[config.mk]
export PLATFORM = sky130hd
export DESIGN_NAME = sms_spi_port
export DESIGN_NICKNAME = d
export VERILOG_FILES = /design/src/sms_pkg.sv /design/src/sms_spi_port.sv
export SDC_FILE = /design/constraint.sdc
export NUM_CORES = 1
export LEC_CHECK = 0
export ABC_AREA = 1
export BUFFER_PORTS_ARGS = -buffer_cell sky130_fd_sc_hd__buf_2
export CAP_MARGIN = 20
export CORE_UTILIZATION = 50
export DETAILED_ROUTE_END_ITERATION = 8
export GPL_TIMING_DRIVEN = 0
export PLACE_DENSITY_LB_ADDON = 0.12
export REMOVE_ABC_BUFFERS = 1
export SYNTH_ARGS = -nofsm -noshare
export SYNTH_HDL_FRONTEND = slang
export SYNTH_SLANG_ARGS = --single-unit
[constraint.sdc]
create_clock -name CLK_IN -period 2.62 [get_ports CLK_IN]
set_input_delay 0.131 -clock CLK_IN [delete_from_list [all_inputs] [get_ports CLK_IN]]
set_output_delay 0.131 -clock CLK_IN [all_outputs]
set_load 0.01 [all_outputs]
[src/sms_pkg.sv]
// sms_pkg: constants and types of the spi master/slave port
package sms_pkg;

	// ----------------------------------------
	// register addresses on the sfr bus
	// ----------------------------------------
	localparam logic [7:0] SMS_ADDR_STATUS = 8'h84;
	localparam logic [7:0] SMS_ADDR_CONTROL = 8'h85;
	localparam logic [7:0] SMS_ADDR_DATA = 8'h86;
	localparam logic [7:0] SMS_ADDR_AUX1 = 8'ha2;

	// ----------------------------------------
	// reset values
	// ----------------------------------------
	localparam logic [7:0] SMS_CONTROL_RST = 8'h04;
	localparam logic [7:0] SMS_STATUS_RST = 8'h00;
	localparam logic [7:0] SMS_DATA_RST = 8'h00;
	localparam logic [7:0] SMS_AUX1_RST = 8'h00;

	// ----------------------------------------
	// field positions
	// ----------------------------------------
	localparam int SMS_CTL_SEL_IGNORE = 7;
	localparam int SMS_CTL_ENABLE = 6;
	localparam int SMS_CTL_ORDER = 5;
	localparam int SMS_CTL_MASTER = 4;
	localparam int SMS_CTL_POL = 3;
	localparam int SMS_CTL_PHASE = 2;
	localparam int SMS_ST_DONE = 7;
	localparam int SMS_ST_WRITE_COLLISION_FLAG = 6;
	localparam int SMS_ST_RATE2 = 0;
	localparam int SMS_AUX_RELOC = 5;

	// ----------------------------------------
	// cycle counts and rate codes
	// ----------------------------------------
	localparam logic [3:0] SMS_LAST_BIT = 4'h7;
	localparam logic [4:0] SMS_LAST_EDGE = 5'h0f;
	localparam logic [6:0] SMS_OVF_PER_HALF = 7'h03;
	localparam logic [2:0] SMS_RATE_UART = 3'h6;
	localparam logic [2:0] SMS_RATE_TIMER = 3'h7;

	typedef enum logic [1:0] {
		SMS_IDLE = 2'h0,
		SMS_RUN = 2'h1,
		SMS_DONE = 2'h3
	} sms_state_t;

	// system clock cycles (or overflow pulses) per half bit
	function automatic logic [6:0] sms_half(input logic [2:0] code);
		case (code)
			3'h0: sms_half = 7'h02;
			3'h1: sms_half = 7'h04;
			3'h2: sms_half = 7'h08;
			3'h3: sms_half = 7'h10;
			3'h4: sms_half = 7'h20;
			3'h5: sms_half = 7'h40;
			default: sms_half = SMS_OVF_PER_HALF;
		endcase
	endfunction : sms_half

endpackage : sms_pkg

[src/sms_spi_port.sv]
// sms_spi_port: spi master/slave engine behind four sfr registers

module sms_spi_port
	import sms_pkg::*;
(
	input wire logic CLK_IN, // system clock, 25 mhz
	input wire logic RST_N_IN, // synchronous reset, active low
	input wire logic [7:0] SFR_ADDR_IN, // sfr address
	input wire logic SFR_WR_IN, // sfr write strobe
	input wire logic SFR_RD_IN, // sfr read strobe
	input wire logic [7:0] SFR_WDATA_IN, // sfr write data
	output logic [7:0] SFR_RDATA_OUT, // read data, one cycle later
	input wire logic UART_BAUD_OVF_IN, // uart baud overflow pulse
	input wire logic TIMER_OVF_IN, // timer overflow pulse
	input wire logic [1:0] SSN_IN, // slave_select_n level per set
	input wire logic [1:0] SCLK_IN, // bit clock level per set
	input wire logic [1:0] MOSI_IN, // mosi level per set
	input wire logic [1:0] MISO_IN, // miso level per set
	output logic [1:0] SCLK_OUT, // bit clock drive per set
	output logic [1:0] SCLK_OE_N_OUT, // bit clock enable, low drives
	output logic [1:0] MOSI_OUT, // mosi drive per set
	output logic [1:0] MOSI_OE_N_OUT, // mosi enable, low drives
	output logic [1:0] MISO_OUT, // miso drive per set
	output logic [1:0] MISO_OE_N_OUT, // miso enable, low drives
	output logic [1:0] PINS_OWNED_OUT, // pin set taken by the engine
	output logic TX_READY_OUT, // holding register empty
	output logic DONE_IRQ_OUT // done flag, level
);

	// ----------------------------------------
	// state
	// ----------------------------------------
	typedef struct packed {
		logic [7:0] ctrl;
		logic [7:0] aux;
		logic done;
		logic write_collision_flag;
		logic rate2;
		logic [7:0] transmit_holding_reg;
		logic thr_full;
		logic [7:0] osr;
		logic osr_full;
		logic [7:0] rx;
		sms_state_t st;
		logic [4:0] edge_cnt;
		logic [6:0] div_cnt;
		logic sclk;
		logic out_bit;
		logic [3:0] bit_cnt;
		logic sclk_prev;
		logic [7:0] rdata;
		logic [1:0] sclk_o;
		logic [1:0] sclk_oe_n;
		logic [1:0] mosi_o;
		logic [1:0] mosi_oe_n;
		logic [1:0] miso_o;
		logic [1:0] miso_oe_n;
		logic [1:0] owned;
	} sms_regs_t;

	sms_regs_t q;
	sms_regs_t d;

	// ----------------------------------------
	// helpers
	// ----------------------------------------

	// pick the bit that leaves the shifter next
	function automatic logic out_of(input logic [7:0] sr,
			input logic lsb_first);
		out_of = lsb_first ? sr[0] : sr[7];
	endfunction : out_of

	// shift the sampled bit into the far end
	function automatic logic [7:0] shift_in(input logic [7:0] sr,
			input logic b, input logic lsb_first);
		shift_in = lsb_first ? {b, sr[7:1]} : {sr[6:0], b};
	endfunction : shift_in

	// level of the selected pin set
	function automatic logic pin_of(input logic [1:0] v,
			input logic sel);
		pin_of = sel ? v[1] : v[0];
	endfunction : pin_of

	// ----------------------------------------
	// next state
	// ----------------------------------------
	logic en;
	logic select_ignore;
	logic lsb_first;
	logic clock_polarity;
	logic clock_phase;
	logic reloc;
	logic ssn_in;
	logic sclk_in;
	logic mosi_in;
	logic miso_in;
	logic [2:0] rate;
	logic step;
	logic tick;
	logic leading;
	logic pin_rise;
	logic pin_fall;
	logic slave_lead;
	logic slave_trail;
	logic selected;
	logic busy;
	logic drv_m;
	logic drv_s;

	always_comb begin
		d = q;
		en = q.ctrl[SMS_CTL_ENABLE];
		select_ignore = q.ctrl[SMS_CTL_SEL_IGNORE];
		lsb_first = q.ctrl[SMS_CTL_ORDER];
		clock_polarity = q.ctrl[SMS_CTL_POL];
		clock_phase = q.ctrl[SMS_CTL_PHASE];
		reloc = q.aux[SMS_AUX_RELOC];
		ssn_in = pin_of(SSN_IN, reloc);
		sclk_in = pin_of(SCLK_IN, reloc);
		mosi_in = pin_of(MOSI_IN, reloc);
		miso_in = pin_of(MISO_IN, reloc);
		rate = {q.rate2, q.ctrl[1:0]};
		step = 1'b0;
		tick = 1'b0;
		leading = 1'b0;
		pin_rise = sclk_in & ~q.sclk_prev;
		pin_fall = ~sclk_in & q.sclk_prev;
		slave_lead = clock_polarity ? pin_fall : pin_rise;
		slave_trail = clock_polarity ? pin_rise : pin_fall;
		selected = select_ignore | ~ssn_in;
		busy = (q.st != SMS_IDLE) | q.osr_full | (q.bit_cnt != 4'h0);
		drv_m = 1'b0;
		drv_s = 1'b0;
		d.sclk_prev = sclk_in;

		// holding register drops into an empty shifter between bytes
		if (!q.osr_full && q.thr_full && q.st == SMS_IDLE &&
				q.bit_cnt == 4'h0) begin
			d.osr = q.transmit_holding_reg;
			d.osr_full = 1'b1;
			d.thr_full = 1'b0;
		end

		// software writes; hardware sets below take priority
		if (SFR_WR_IN) begin
			if (SFR_ADDR_IN == SMS_ADDR_CONTROL) begin
				d.ctrl = SFR_WDATA_IN;
			end else if (SFR_ADDR_IN == SMS_ADDR_STATUS) begin
				d.rate2 = SFR_WDATA_IN[SMS_ST_RATE2];
				if (SFR_WDATA_IN[SMS_ST_DONE]) begin
					d.done = 1'b0;
				end
				if (SFR_WDATA_IN[SMS_ST_WRITE_COLLISION_FLAG]) begin
					d.write_collision_flag = 1'b0;
				end
			end else if (SFR_ADDR_IN == SMS_ADDR_DATA) begin
				if (q.thr_full) begin
					d.write_collision_flag = 1'b1;
				end else begin
					d.transmit_holding_reg = SFR_WDATA_IN;
					d.thr_full = 1'b1;
				end
			end else if (SFR_ADDR_IN == SMS_ADDR_AUX1) begin
				d.aux = SFR_WDATA_IN;
			end
		end

		// master clock generator and shifter
		if (!en || !q.ctrl[SMS_CTL_MASTER]) begin
			d.st = SMS_IDLE;
			d.sclk = clock_polarity;
			d.div_cnt = 7'h00;
		end else begin
			case (q.st)
				SMS_IDLE: begin
					d.sclk = clock_polarity;
					if (q.osr_full) begin
						d.st = SMS_RUN;
						d.edge_cnt = 5'h00;
						d.div_cnt = 7'h00;
						if (!clock_phase) begin
							d.out_bit = out_of(q.osr, lsb_first);
						end
					end
				end
				SMS_RUN: begin
					// overflow codes count pulses, the others count clocks
					if (rate == SMS_RATE_UART) begin
						step = UART_BAUD_OVF_IN;
					end else if (rate == SMS_RATE_TIMER) begin
						step = TIMER_OVF_IN;
					end else begin
						step = 1'b1;
					end
					if (step) begin
						if (q.div_cnt == sms_half(rate) - 7'h01) begin
							tick = 1'b1;
							d.div_cnt = 7'h00;
						end else begin
							d.div_cnt = q.div_cnt + 7'h01;
						end
					end
					if (tick) begin
						leading = ~q.edge_cnt[0];
						d.sclk = ~q.sclk;
						d.edge_cnt = q.edge_cnt + 5'h01;
						if (leading == clock_phase) begin
							// launch edge
							if (q.edge_cnt != SMS_LAST_EDGE) begin
								d.out_bit = out_of(q.osr, lsb_first);
							end
						end else begin
							d.osr = shift_in(q.osr, miso_in, lsb_first);
						end
						if (q.edge_cnt == SMS_LAST_EDGE) begin
							d.st = SMS_DONE;
						end
					end
				end
				SMS_DONE: begin
					d.rx = q.osr;
					d.osr_full = 1'b0;
					d.done = 1'b1;
					d.st = SMS_IDLE;
				end
				default: begin
					d.st = SMS_IDLE;
				end
			endcase
		end

		// slave shifter, clocked by the far master's edges
		if (!en || q.ctrl[SMS_CTL_MASTER] || !selected) begin
			d.bit_cnt = 4'h0;
		end else begin
			if (q.bit_cnt == 4'h0 && !clock_phase) begin
				d.out_bit = out_of(q.osr, lsb_first);
			end
			if ((slave_lead && clock_phase) || (slave_trail && !clock_phase)) begin
				d.out_bit = out_of(q.osr, lsb_first);
			end
			if ((slave_lead && !clock_phase) || (slave_trail && clock_phase)) begin
				d.osr = shift_in(q.osr, mosi_in, lsb_first);
				d.bit_cnt = q.bit_cnt + 4'h1;
				if (q.bit_cnt == SMS_LAST_BIT) begin
					d.rx = shift_in(q.osr, mosi_in, lsb_first);
					d.osr_full = 1'b0;
					d.done = 1'b1;
					d.bit_cnt = 4'h0;
				end
			end
		end

		// another master pulls select low: step down to slave
		if (en && !select_ignore && q.ctrl[SMS_CTL_MASTER] && !ssn_in) begin
			d.ctrl[SMS_CTL_MASTER] = 1'b0;
			d.done = 1'b1;
			d.st = SMS_IDLE;
			d.sclk = clock_polarity;
		end

		// read data is registered, so it appears one cycle after the strobe
		if (SFR_RD_IN) begin
			if (SFR_ADDR_IN == SMS_ADDR_CONTROL) begin
				d.rdata = q.ctrl;
			end else if (SFR_ADDR_IN == SMS_ADDR_STATUS) begin
				// mode fault and reserved bits read zero
				d.rdata = {q.done, q.write_collision_flag, q.thr_full, busy,
					3'h0, q.rate2};
			end else if (SFR_ADDR_IN == SMS_ADDR_DATA) begin
				d.rdata = q.rx;
			end else if (SFR_ADDR_IN == SMS_ADDR_AUX1) begin
				d.rdata = q.aux;
			end else begin
				d.rdata = 8'h00;
			end
		end

		// pin drivers; an idle master with ignore 0 floats to avoid contention
		drv_m = d.ctrl[SMS_CTL_ENABLE] & d.ctrl[SMS_CTL_MASTER] &
			(d.ctrl[SMS_CTL_SEL_IGNORE] | (d.st != SMS_IDLE));
		drv_s = d.ctrl[SMS_CTL_ENABLE] & ~d.ctrl[SMS_CTL_MASTER] &
			selected;
		for (int i = 0; i < 2; i++) begin
			d.owned[i] = d.ctrl[SMS_CTL_ENABLE] &
				(d.aux[SMS_AUX_RELOC] == i[0]);
			d.sclk_o[i] = d.sclk;
			d.mosi_o[i] = d.out_bit;
			d.miso_o[i] = d.out_bit;
			d.sclk_oe_n[i] = ~(drv_m & d.owned[i]);
			d.mosi_oe_n[i] = ~(drv_m & d.owned[i]);
			d.miso_oe_n[i] = ~(drv_s & d.owned[i]);
		end
	end

	// ----------------------------------------
	// registers
	// ----------------------------------------
	always_ff @(posedge CLK_IN) begin
		if (!RST_N_IN) begin
			q <= '0;
			q.ctrl <= SMS_CONTROL_RST;
			q.aux <= SMS_AUX1_RST;
			q.rx <= SMS_DATA_RST;
			q.rdata <= SMS_STATUS_RST;
			q.st <= SMS_IDLE;
			q.sclk_oe_n <= 2'h3;
			q.mosi_oe_n <= 2'h3;
			q.miso_oe_n <= 2'h3;
		end else begin
			q <= d;
		end
	end

	// ----------------------------------------
	// outputs
	// ----------------------------------------
	assign SFR_RDATA_OUT = q.rdata;
	assign SCLK_OUT = q.sclk_o;
	assign SCLK_OE_N_OUT = q.sclk_oe_n;
	assign MOSI_OUT = q.mosi_o;
	assign MOSI_OE_N_OUT = q.mosi_oe_n;
	assign MISO_OUT = q.miso_o;
	assign MISO_OE_N_OUT = q.miso_oe_n;
	assign PINS_OWNED_OUT = q.owned;
	assign TX_READY_OUT = ~q.thr_full;
	assign DONE_IRQ_OUT = q.done;

endmodule : sms_spi_port

# After elaboration in Yosys (flattened, before gate mapping)
# Index checks and enable logic that the tools add are counted.
[totals]
reg_bits = 82
[op_classes]
addsub = 4
n_eq_ne = 22
n_mux = 78
bitwise_logic = 33
reduce_logical = 41
[op_table]
columns = ["cell", "n"]
rows = [
  ["$mux 8", 13],
  ["$mux 17", 3],
  ["$mux 9", 5],
  ["$mux 7", 6],
  ["$pmux 7 s6", 1],
  ["$mux 1", 39],
  ["$eq 8x8->1 const B", 4],
  ["$mux 28", 1],
  ["$pmux 14 s2", 1],
  ["$mux 20", 1],
  ["$not 1->1", 17],
  ["$reduce_and 5->1", 3],
  ["$mux 14", 1],
  ["$and 1x1->1", 12],
  ["$eq 3x3->1 const B", 4],
  ["$logic_and 1x1->1", 11],
  ["$mux 10", 1],
  ["$reduce_bool 2->1", 5],
  ["$mux 2", 4],
  ["$add 7x1->7 const B", 1],
  ["$eq 7x7->1", 1],
  ["$logic_not 1->1", 7],
  ["$sub 7x1->7 const B", 1],
  ["$eq 3x2->1 const B", 2],
  ["other kinds (23)", 34],
]

# Logic depth before layout (Yosys ltp)
# Gate-level depths: netlist of run 1.
[logic_depth]
depth_word = 23
ltp_mapped = 17
ltp_nobuf = 16

# Least setup slack after synthesis of run 1
# No wires, ideal clock.
[synth_timing]
kind = "flip-flop to flip-flop"
startpoint = "register q[69] (netlist bit)"
endpoint = "register q[54] (netlist bit)"
setup_time_ns = 0.113
t_arrival_ns = 2.001
setup_slack_ns = 0.506
path_stages_with_launch = 15
synth_period_minus_slack_ns = 2.114
cell_sequence = "dfxtp_1 > buf_6 > nand2_4 > a21boi_0 > ha_1 > a21oi_1 > nand4_2 > nor2_4 > nand4_4 > nor2_8 > nand2_4 > nand2_8 > inv_4 > nor2_2 > nor2_1"
[synth_between]
elab_chain_cells = 16
elab_cells_between_ends = 27
classes_between = "add/sub (1); eq/ne (8); mux (17); reduce/logical (1)"
[synth_rtl]
columns = ["element", "line", "source"]
rows = [
  ["start: declaration", "sms_spi_port.sv:61", "sms_regs_t q;"],
  ["$eq 3x3->1, or another cell as far along", "sms_pkg.sv:51", "case (code)"],
  ["$pmux 7 s6", "sms_pkg.sv:51", ""],
  ["$mux 7", "sms_spi_port.sv:197", "if (step) begin"],
  ["$mux 7", "sms_spi_port.sv:176", "case (q.st)"],
  ["$mux 7", "sms_spi_port.sv:171", "if (!en || !q.ctrl[SMS_CTL_MASTER]) begin"],
  ["$sub 7x1->7", "sms_spi_port.sv:198", "if (q.div_cnt == sms_half(rate) - 7'h01) begin"],
  ["$eq 7x7->1", "sms_spi_port.sv:198", ""],
  ["$mux 1", "sms_spi_port.sv:198", ""],
  ["$mux 1 *", "sms_spi_port.sv:197", ""],
  ["$mux 1 *", "sms_spi_port.sv:176", ""],
  ["$mux 1 *", "sms_spi_port.sv:171", ""],
  ["$mux 8 *", "sms_spi_port.sv:205", "if (tick) begin"],
  ["$mux 8 *", "sms_spi_port.sv:176", ""],
  ["$mux 17 *", "sms_spi_port.sv:171", ""],
  ["$mux 17", "sms_spi_port.sv:244", "if ((slave_lead && !clock_phase) || (slave_trail && clock_phase)) begin"],
  ["$mux 17 *", "sms_spi_port.sv:235", "if (!en || q.ctrl[SMS_CTL_MASTER] || !selected) begin"],
]
# Every way passes the cells marked *; elsewhere a longest branch is shown, timed or not. The select of a mux whose other input is x is not followed.
# A chain may end at the register's enable or synchronous reset.

# Worst setup path in the final report of run 1
[layout_timing]
startpoint = "register q[81] (netlist bit)"
endpoint = "register q[57] (netlist bit)"
# The elaborated chain is that of the path after synthesis.

==> results of run 1 <==
-- layout by cell type (no fill, tap or decap), drive strengths merged --
cell type	instances
a21boi	2
clkinv	3
o211ai	3
nand2	144
o21bai	1
and3	1
nand4	10
a221oi	2
nand3b	1
o21ai	84
a21oi	41
inv	79
nor2	92
mux2i	2
or2	1
o2111ai	1
nor3b	1
xor2	4
xnor2	1
clkbuf	10
buf	53
a31oi	4
o211a	1
and2	1
dfxtp	80
o221ai	1
clkinvlp	1
ha	6
o22ai	2
nor3	9
nor4	1
a211oi	4
nand3	26
a41oi	4
bufinv	2
-- stage by stage --
step,power (mW),hold slack [ns],util,setup slack (ns)
after CTS,2.39,0.0462,0.559,0.0620
after detailed placement,1.37,0.418,0.534,0.0530
after global placement,1.37,0.420,0.534,0.0707
after global routing,2.47,0.0416,0.559,0.0226
after floorplan,1.31,0.229,-,0.429
final,2.38,0.0498,0.559,0.206
-- flip-flops by register name, summed over array words and instances (netlist names), 2 cells and up --
register and flops:
MOSI_OE_N_OUT 2, MISO_OE_N_OUT 2, q 59, SFR_RDATA_OUT 8, PINS_OWNED_OUT 2
-- power groups by stage --
stage	registers [mW]	logic, mW	clock network [mW]
6_report	1.23	0.121	1.03
5_1_grt	1.23	0.134	1.11
4_1_cts	1.23	0.121	1.04
3_5_place_dp	1.25	0.121	0
3_3_place_gp	1.25	0.119	0
2_1_floorplan	1.26	0.0560	0
-- tightest hold or removal path: cells and delay by family --
| kind | cells | cell delay (ns) |
|---|---|---|
| AO/OA/AOI/OAI | 1 | 0.06 |
| buffers and inverters | 1 | 0.11 |
| AND/OR/NAND/NOR | 1 | 0.06 |
-- timing repair --
action | CTS | global route
setup endpoints to repair | 0 | 9
resized for setup | 0 | 1
hold endpoints to repair | 0 | 0
-- routing by layer --
metal | GRT usage | routed length [um] | vias to the layer above
li1 | - | - | 2143
met1 | 0.345 | 5570 | 1931
met2 | 0.400 | 5030 | 152
met3 | 0.0437 | 704 | 21
met4 | 0.0956 | 225 | 0
met5 | 0 | 0 | -
-- logic make-up after synthesis --
family / after synthesis / synth area share
multiplexers: 2 / 0.00436
AO/OA/AOI/OAI: 150 / 0.184
XOR/XNOR: 5 / 0.00953
flip-flops: 80 / 0.348
adder cells (fa/ha/maj): 6 / 0.0163
AND/OR/NAND/NOR: 287 / 0.306
buffers and inverters: 122 / 0.131
-- cell type report --
class,instances,area (um2)
sequential,80,1600
clock inverter,6,82.6
timing repair buffer,53,265
inverter,79,309
clock buffer,10,138
tap,108,135
multi-input combinational,450,2390
fill,899,3880
-- final timing paths --
kind	from	end	slack, ns
setup / recovery	q[81]$_SDFFE_PN0P_	q[57]$_SDFF_PN0_	0.21
hold / removal	SCLK_IN[1]	q[22]$_SDFF_PN0_	0.05
setup reg to reg	q[81]$_SDFFE_PN0P_	q[57]$_SDFF_PN0_	0.21
hold reg to reg	q[64]$_SDFFE_PN0P_	q[64]$_SDFFE_PN0P_	0.46
==> metrics.md, run 1 <==
| Metric | Value |
|---|---|
| Status | `complete, but fails checks` |
| Violated checks | `DRC` |
| H-tree Lvls | `3` |
| DR vias/cell | `~5.4` |
| Period utilization | `0.921` |
| # clock sinks | `80` |
| CP peak stage delay | `around 0.55 ns` |
| Switching pwr | `0.556 mW` |
| Fmax | `0.414 GHz` |
| Flop pwr share | `0.515` |
| Critical path, cell by cell | `nand2_4 > a21boi_0 > ha_1 > a21oi_1 > nand4_2 > nor2_4 > nand4_4 > nor2_8 > nand2_4 > nand2_8 > inv_4 > nor2_2 > nor2_1` |
| Post-DR wirelength/cell | `14.7 um` |
| Root Driver | `clkbuf_8` |
| CP arrival | `roughly 2.7 ns` |
| Syn. warnings | `0` |
| Clock transition at path regs | `approximately 0.080 ns` |
| Placed Cells | `770` |
| Synth area leader | `dfxtp_1` |
| Clock power share | `0.434` |
| Initial DRC Count | `around 250` |
| Num CTS Buffers | `9` |
| CP bufs+invs | `1` |
| CP startpoint kind | `register` |
| Area grow syn2layout | `7.16%` |
| Layout net count | `slightly above 700` |
| RSZ-0062 raised after global routing | `no` |
| Setup Buffers After CTS | `0` |
| Clock tree from TritonCTS | `done` |
| Number of flops mapped to enable cells by yosys | `0` |
| WP data required | `about 2.9 ns` |
| Sequential fraction of the synthesis area | `0.348` |
| DPL Wire Length | `8470 um` |
| DP Area | `roughly 4700 um2` |
| DRT antenna net count | `0` |
| Total track usage | `0.253` |
| Critical path's most frequent cell | `nand2_4` |
| Slowest cell on the critical path | `dfxtp_1` |
| Max-Slew Margin vs Limit | `0.467` |
| Minimum clock period | `approximately 2.4 ns` |
| Max cap viols | `0` |
| Slew @ Worst Pin | `roughly 0.8 ns` |
| Final Setup Violations | `0` |
| Peak VDD IR | `approximately 0.33 mV` |
| Congestion Overflow GR | `0` |
| CP top delay family | `simple AND/OR/NAND/NOR gates` |
| Post-Syn Area | `4600 um2` |
| Skew final | `0.0115 ns` |
| DRC | `4` |
| Post-synth top area share | `0.348` |
| R2R depth | `13` |
| Share of layout cells above drive strength 1 | `0.186` |
| Cell Count, Final, Fillers Out | `786` |
| # diodes | `0` |
| CORE AREA | `roughly 8800 um2` |
| Largest net degree at the start of global routing | `46` |
| Clk buf depth | `2` |
| Seq cells post-synth | `80` |
| Top cells by count, synth | `nand2_1 (132), dfxtp_1 (80), nor2_1 (74)` |
| Synth top area cells | `dfxtp_1 (35%), nand2_1 (11%), o21ai_0 (6.4%)` |
| Sw frac | `0.234` |
| CP Max Fanout | `9` |
| Die span in x | `~98 um` |
| Critical path class | `reg2reg` |
| Primary FF master, synth | `dfxtp_1` |
| Final slew viol count | `0` |
| Post-synth ARST share | `0` |
| Num rows | `34` |
| Global-route wire length before repair | `between 15000 and 20000 um` |
| Most common cell in the synthesized netlist | `nand2_1` |
| # hold bufs at CTS | `0` |
| Vias | `4247` |
| Crit. path cell count | `13` |
| Initial DRT Pass Iterations | `8` |
| Die Height | `just under 100 um` |
| I/O Pins | `54` |
| DRT Wirelength | `11500 um` |
| Yosys cell types | `51` |
| Comb pwr share | `0.051` |
| Leakage power | `between 2 and 2.5 nW` |
| Critical path endpoint category | `register` |
| Starting Density | `0.522` |
| Design area | `roughly 4900 um2` |
| Hold Path Class | `in2reg` |
| Avg Cell Area, Syn | `between 7 and 8 um2` |
| Worst Hold Path Cells | `3` |
| PortBufs | `53` |
| Clk Latency, worst-skew pair | `around 0.36 ns` |
| Setup tns final | `0 ns` |
| Mapped Cells | `roughly 650` |
| RD Place Congestion | `between 0.8 and 0.9` |
| Final hold vios | `0` |
| DIE AREA | `between 9000 and 10000 um2` |
| Antenna violations before repair | `0` |
| Power Density | `about 480 nW/um2` |
| Number of global-route vias before repair | `3996` |
| Cell-internal power | `around 1.8 mW` |
Note: power is estimated with default switching activity, not from simulation.
==> run 2, diff against run 1 <==
Settings changed: CORE_MARGIN set to 2.
==> run 2 against run 1 <==
  * Core utilization down 0.41 points
  * Critical endpoint unchanged
  * The run now ends clean
  * Combinational power about the same
  * First-iteration DRC count down 11%
  * Flip-flop and latch count unchanged
  * Routed wire length down 2.0%
  * Highest routed layer unchanged
==> metrics.md, run 2 (same netlist as run 1, synthesis figures left out) <==
| Metric | Value |
|---|---|
| Status | `completed` |
| Clock tree from TritonCTS | `done` |
| Power Density | `~450 nW/um2` |
| DRT Wirelength | `roughly 11000 um` |
| Die Height | `~100 um` |
| Final hold vios | `0` |
| RSZ-0062 raised after global routing | `no` |
| Biggest register | `q` |
| PortBufs | `53` |
| Worst R2R Setup Slack | `~0.26 ns` |
| Minimum clock period | `2.36 ns` |
| Slew @ Worst Pin | `between 0.8 and 0.9 ns` |
| DR vias/cell | `5.36` |
| Peak VDD IR | `slightly above 0.3 mV` |
| DPL Wire Length | `~8500 um` |
| Max FFs per register | `59` |
| Share of layout cells above drive strength 1 | `0.187` |
| Post-DR wirelength/cell | `roughly 14 um` |
| Layout net count | `between 700 and 800` |
| DRC | `0` |
| Root Driver | `clkbuf_8` |
| Starting Density | `0.522` |
| # clock sinks | `80` |
| CP top delay family | `simple AND/OR/NAND/NOR gates` |
| Initial DRC Count | `between 200 and 250` |
| Most frequent cells in the layout | `nand2_1 (132), dfxtp_1 (78), nor2_1 (74), inv_1 (67), o21ai_0 (59)` |
| CP bufs+invs | `1` |
| Setup tns final | `0 ns` |
| Max-Slew Margin vs Limit | `0.458` |
| DRT antenna net count | `0` |
| Die span in x | `99.9 um` |
| I/O Pins | `between 50 and 60` |
| DIE AREA | `between 9000 and 10000 um2` |
| WHS | `approximately 0.058 ns` |
| Critical path class | `reg2reg` |
| Clk buf depth | `2` |
| Critical path endpoint category | `register` |
| CORE AREA | `just under 9000 um2` |
| CP Max Fanout | `12` |
| CP startpoint kind | `register` |
| Number of global-route vias before repair | `just under 4000` |
| RD Place Congestion | `just under 0.9` |
| Area grow syn2layout | `6.37%` |
| Num CTS Buffers | `9` |
| Num rows | `34` |
| CP peak stage delay | `a little under 0.5 ns` |
| Critical path's most frequent cell | `nor2_2` |
| Global-route wire length before repair | `~19000 um` |
| CP arrival | `2.61 ns` |
| Placed Cells | `770` |
| Fmax | `around 0.42 GHz` |
| Period utilization | `0.901` |
| Vias | `around 4200` |
| Clk Latency, worst-skew pair | `between 0.3 and 0.4 ns` |
| Most common cell after layout, fill and taps aside | `nand2_1` |
| Clock transition at path regs | `0.09 ns` |
| Congestion Overflow GR | `0` |
| Largest net degree at the start of global routing | `46` |
| Hold Path Class | `in2reg` |
| WP data required | `~2.9 ns` |
| Total track usage | `0.237` |
| # diodes | `0` |
| Skew final | `slightly below 0.006 ns` |
| # hold bufs at CTS | `0` |
| Antenna violations before repair | `0` |
| Leakage power | `2.11 nW` |
| Setup Buffers After CTS | `0` |
| Final slew viol count | `0` |
| Final Setup Violations | `0` |
| Initial DRT Pass Iterations | `5` |
| Critical path, cell by cell | `nor2_2 > a21boi_0 > ha_1 > a21oi_1 > nand4_2 > nor2_4 > nand4_4 > nor2_8 > nand2_4 > nand2_8 > inv_4 > nor2_2 > nor2_1` |
| H-tree Lvls | `3` |
| Cell Count, Final, Fillers Out | `786` |
| Slowest cell on the critical path | `dfxtp_2` |
| Max cap viols | `0` |
## run 2: changes by cell type in the layout (fill, tap and decap cells not counted)
cell,delta
bufinv_16,-2
dfxtp_2,+1
clkinv_4,+1
dfxtp_1,-1
clkbuf_8,+1
## run 2: final timing paths
kind | startpoint | to | cells past startpoint
setup / recovery | q[69]$_SDFFE_PN0P_ | q[57]$_SDFF_PN0_ | 13
hold / removal | SCLK_IN[1] | q[22]$_SDFF_PN0_ | 3
setup reg to reg | q[69]$_SDFFE_PN0P_ | q[57]$_SDFF_PN0_ | 13
hold reg to reg | q[64]$_SDFFE_PN0P_ | q[64]$_SDFFE_PN0P_ | 2
## run 2: repair_timing
| action | CTS | global route |
|---|---|---|
| gates resized for setup | 0 | 2 |
| hold endpoints to repair | 0 | 0 |
| setup endpoints to repair | 0 | 12 |
## run 2: metrics by stage
step                power, mW  worst slack (ns)  utilization  instance area, um2
detailed placement       1.37            0.0647        0.534                4700
global route             2.29            0.0555        0.555                4890
floorplan                1.31             0.429            -                4300
finish                   2.20             0.260        0.555                4890
CTS                      2.22            0.0881        0.555                4890
global placement         1.37            0.0658        0.534                4700
## run 2: final cells by class
cell class	instances	area (um2)
fill	877	3920
multi-input combinational	450	2390
sequential	80	1600
inverter	79	309
timing repair buffer	53	265
clock buffer	11	151
tap	108	135
clock inverter	5	31.3
## run 2: report_power, final
part / internal, mW / switching, mW
Clock: 0.393 / 0.466
Combinational: 0.0422 / 0.0784
Sequential: 1.22 / 0.00355
## run 2: worst reg2reg max path, stage by stage, from the launching register on
cell	delay, ns
dfxtp_2	0.49
nor2_2	0.11
a21boi_0	0.17
ha_1	0.28
a21oi_1	0.19
nand4_2	0.13
nor2_4	0.15
nand4_4	0.16
nor2_8	0.18
nand2_4	0.10
nand2_8	0.11
inv_4	0.07
nor2_2	0.08
nor2_1	0.05
## run 2: layer usage
metal / up-vias / global-route usage / part of all wire
met2: 135 / 0.376 / 0.45
met1: 1912 / 0.329 / 0.48
met5: - / 0 / 0
li1: 2150 / - / -
met3: 15 / 0.0474 / 0.062
met4: 0 / 0.0706 / 0.014
==> run 3, diff against run 2 <==
Settings changed: PLACE_DENSITY set to 0.75, PLACE_DENSITY_LB_ADDON 0.12 to unset.
Clock period 2.62 ns to 2.1 ns, I/O delays scaled along.
==> run 3 against run 2 <==
  * The flow now finishes with violations (setup timing)
  * Total power increased by 35%
  * Register-to-register slack got worse by 0.30 ns
  * Fmax increased by 10%
  * Routed wire length increased by 6.3%
  * Sequential power increased by 24%
  * Cell area increased by 3.7%
  * Global-route usage increased by 0.84 points
  * Non-clock buffer count increased by 7
  * Clock skew increased by 0.0044 ns
  * Clock-buffer cell count unchanged
  * Critical endpoint is now q[55]$_SDFF_PN0_
==> metrics.md, run 3 (same netlist as run 1, synthesis figures left out) <==
| Metric | Value |
|---|---|
| RD Place Congestion | `approximately 0.90` |
| Power Density | `586 nW/um2` |
| Most common cell after layout, fill and taps aside | `nand2_1` |
| Area grow syn2layout | `10.3%` |
| Layout net count | `between 700 and 800` |
| DR vias/cell | `about 5.6` |
| Initial DRC Count | `around 340` |
| Die span in x | `between 90 and 100 um` |
| Pre-CTS setup slack | `-0.414 ns` |
| Leakage power | `roughly 2.2 nW` |
| Violated checks | `setup timing` |
| H-tree Lvls | `3` |
| Clock transition at path regs | `about 0.090 ns` |
| Clk Latency, worst-skew pair | `~0.36 ns` |
| Max FFs per register | `a little under 60` |
| I/O Pins | `54` |
| Cell Count, Final, Fillers Out | `between 700 and 800` |
| Antenna violations before repair | `0` |
| Final Setup Violations | `6` |
| Clock tree from TritonCTS | `done` |
| RSZ-0062 raised after global routing | `yes` |
| CP Max Fanout | `6` |
| # diodes | `0` |
| Global-route wire length before repair | `about 20000 um` |
| Total track usage | `0.246` |
| Share of layout cells above drive strength 1 | `0.210` |
| Max-Slew Margin vs Limit | `0.535` |
| # clock sinks | `80` |
| Final hold vios | `0` |
| DRT Wirelength | `12000 um` |
| WP data required | `about 2.4 ns` |
| Pwr Total | `about 3 mW` |
| Root Driver | `clkbuf_8` |
| Num CTS Buffers | `9` |
| Critical path class | `reg2reg` |
| Skew final | `between 0.01 and 0.015 ns` |
| CP arrival | `around 2.4 ns` |
| Peak VDD IR | `0.515 mV` |
| PortBufs | `53` |
| DRC | `0` |
| Vias | `approximately 4400` |
| DRT antenna net count | `0` |
| Minimum clock period | `between 2 and 2.5 ns` |
| Critical path endpoint category | `register` |
| DIE AREA | `between 9000 and 10000 um2` |
| Die Height | `roughly 100 um` |
| Congestion Overflow GR | `0` |
| Clk buf depth | `2` |
| Setup tns final | `-0.124 ns` |
| Fmax | `~0.47 GHz` |
| Max cap viols | `0` |
| Period utilization | `1.02` |
| Final worst setup slack | `-0.0421 ns` |
| Initial DRT Pass Iterations | `5` |
| Starting Density | `0.522` |
| Most frequent cells in the layout | `nand2_1 (130), dfxtp_1 (76), nor2_1 (73), inv_1 (66), o21ai_0 (59)` |
| Hold Path Class | `in2reg` |
| Biggest register | `q` |
| Placed Cells | `a little under 800` |
| # hold bufs at CTS | `0` |
| CP startpoint kind | `register` |
| DPL Wire Length | `roughly 8500 um` |
| CORE AREA | `8810 um2` |
| Final slew viol count | `0` |
| Status | `complete, but fails checks` |
| Largest net degree at the start of global routing | `between 40 and 50` |
| Post-DR wirelength/cell | `15.1 um` |
| Num rows | `34` |
| Number of global-route vias before repair | `4150` |
| Slew @ Worst Pin | `slightly below 0.7 ns` |
==> run 3: final cells by class <==
type / count / area, um2
fill: 823 / 3730
clock inverter: 5 / 80.1
timing repair buffer: 60 / 320
inverter: 79 / 318
sequential: 80 / 1610
clock buffer: 11 / 141
tap: 108 / 135
multi-input combinational: 451 / 2460
timing repair inverter: 1 / 5.00
==> run 3: power breakdown <==
group	leakage (nW)	internal (mW)	total [mW]	switching (mW)
clock	0.106	0.701	1.29	0.591
sequential	0.648	1.52	1.53	0.00435
combinational	1.40	0.0536	0.157	0.103
total	2.16	2.28	2.97	0.698
==> run 3: critical path: stages (launching register included) <==
cell     delay, ns
dfxtp_4       0.38
nor2_4        0.14
nand2_1       0.07
ha_1          0.35
a21oi_2       0.19
nand4_4       0.10
nor2_4        0.13
nand4_4       0.13
nor2_8        0.16
nand2_8       0.09
nand2_8       0.10
inv_8         0.05
nor2_4        0.09
nor2_1        0.06
==> run 3: path summary, 6_finish.rpt <==
check | from | to | slack [ns] | cells past startpoint
max | q[69]$_SDFFE_PN0P_ | q[55]$_SDFF_PN0_ | -0.04 | 13
min | SCLK_IN[0] | q[22]$_SDFF_PN0_ | 0.03 | 3
max reg2reg | q[69]$_SDFFE_PN0P_ | q[55]$_SDFF_PN0_ | -0.04 | 13
min reg2reg | q[64]$_SDFFE_PN0P_ | q[64]$_SDFFE_PN0P_ | 0.45 | 2
==> run 3: routing by layer <==
layer	up-vias	share of wire	track usage
met2	199	0.46	0.404
met3	23	0.082	0.0494
met4	0	0.021	0.0759
met5	-	0	0
li1	2165	-	-
met1	2041	0.44	0.326
==> run 3: stage by stage <==
step / cell area (um2) / hold slack, ns / util
3_5_place_dp: 4700 / 0.398 / 0.534
4_1_cts: 5020 / 0.0122 / 0.570
2_1_floorplan: 4300 / 0.203 / -
3_3_place_gp: 4700 / 0.391 / 0.534
6_report: 5070 / 0.0336 / 0.576
5_1_grt: 5070 / 0.0471 / 0.576
==> run 3: timing repair <==
action                     CTS  global route
buffers inserted             6             1
pin swaps                   11             8
setup endpoints to repair   31            24
gates cloned                 1             1
gates resized for setup     13             9
hold endpoints to repair     0             0
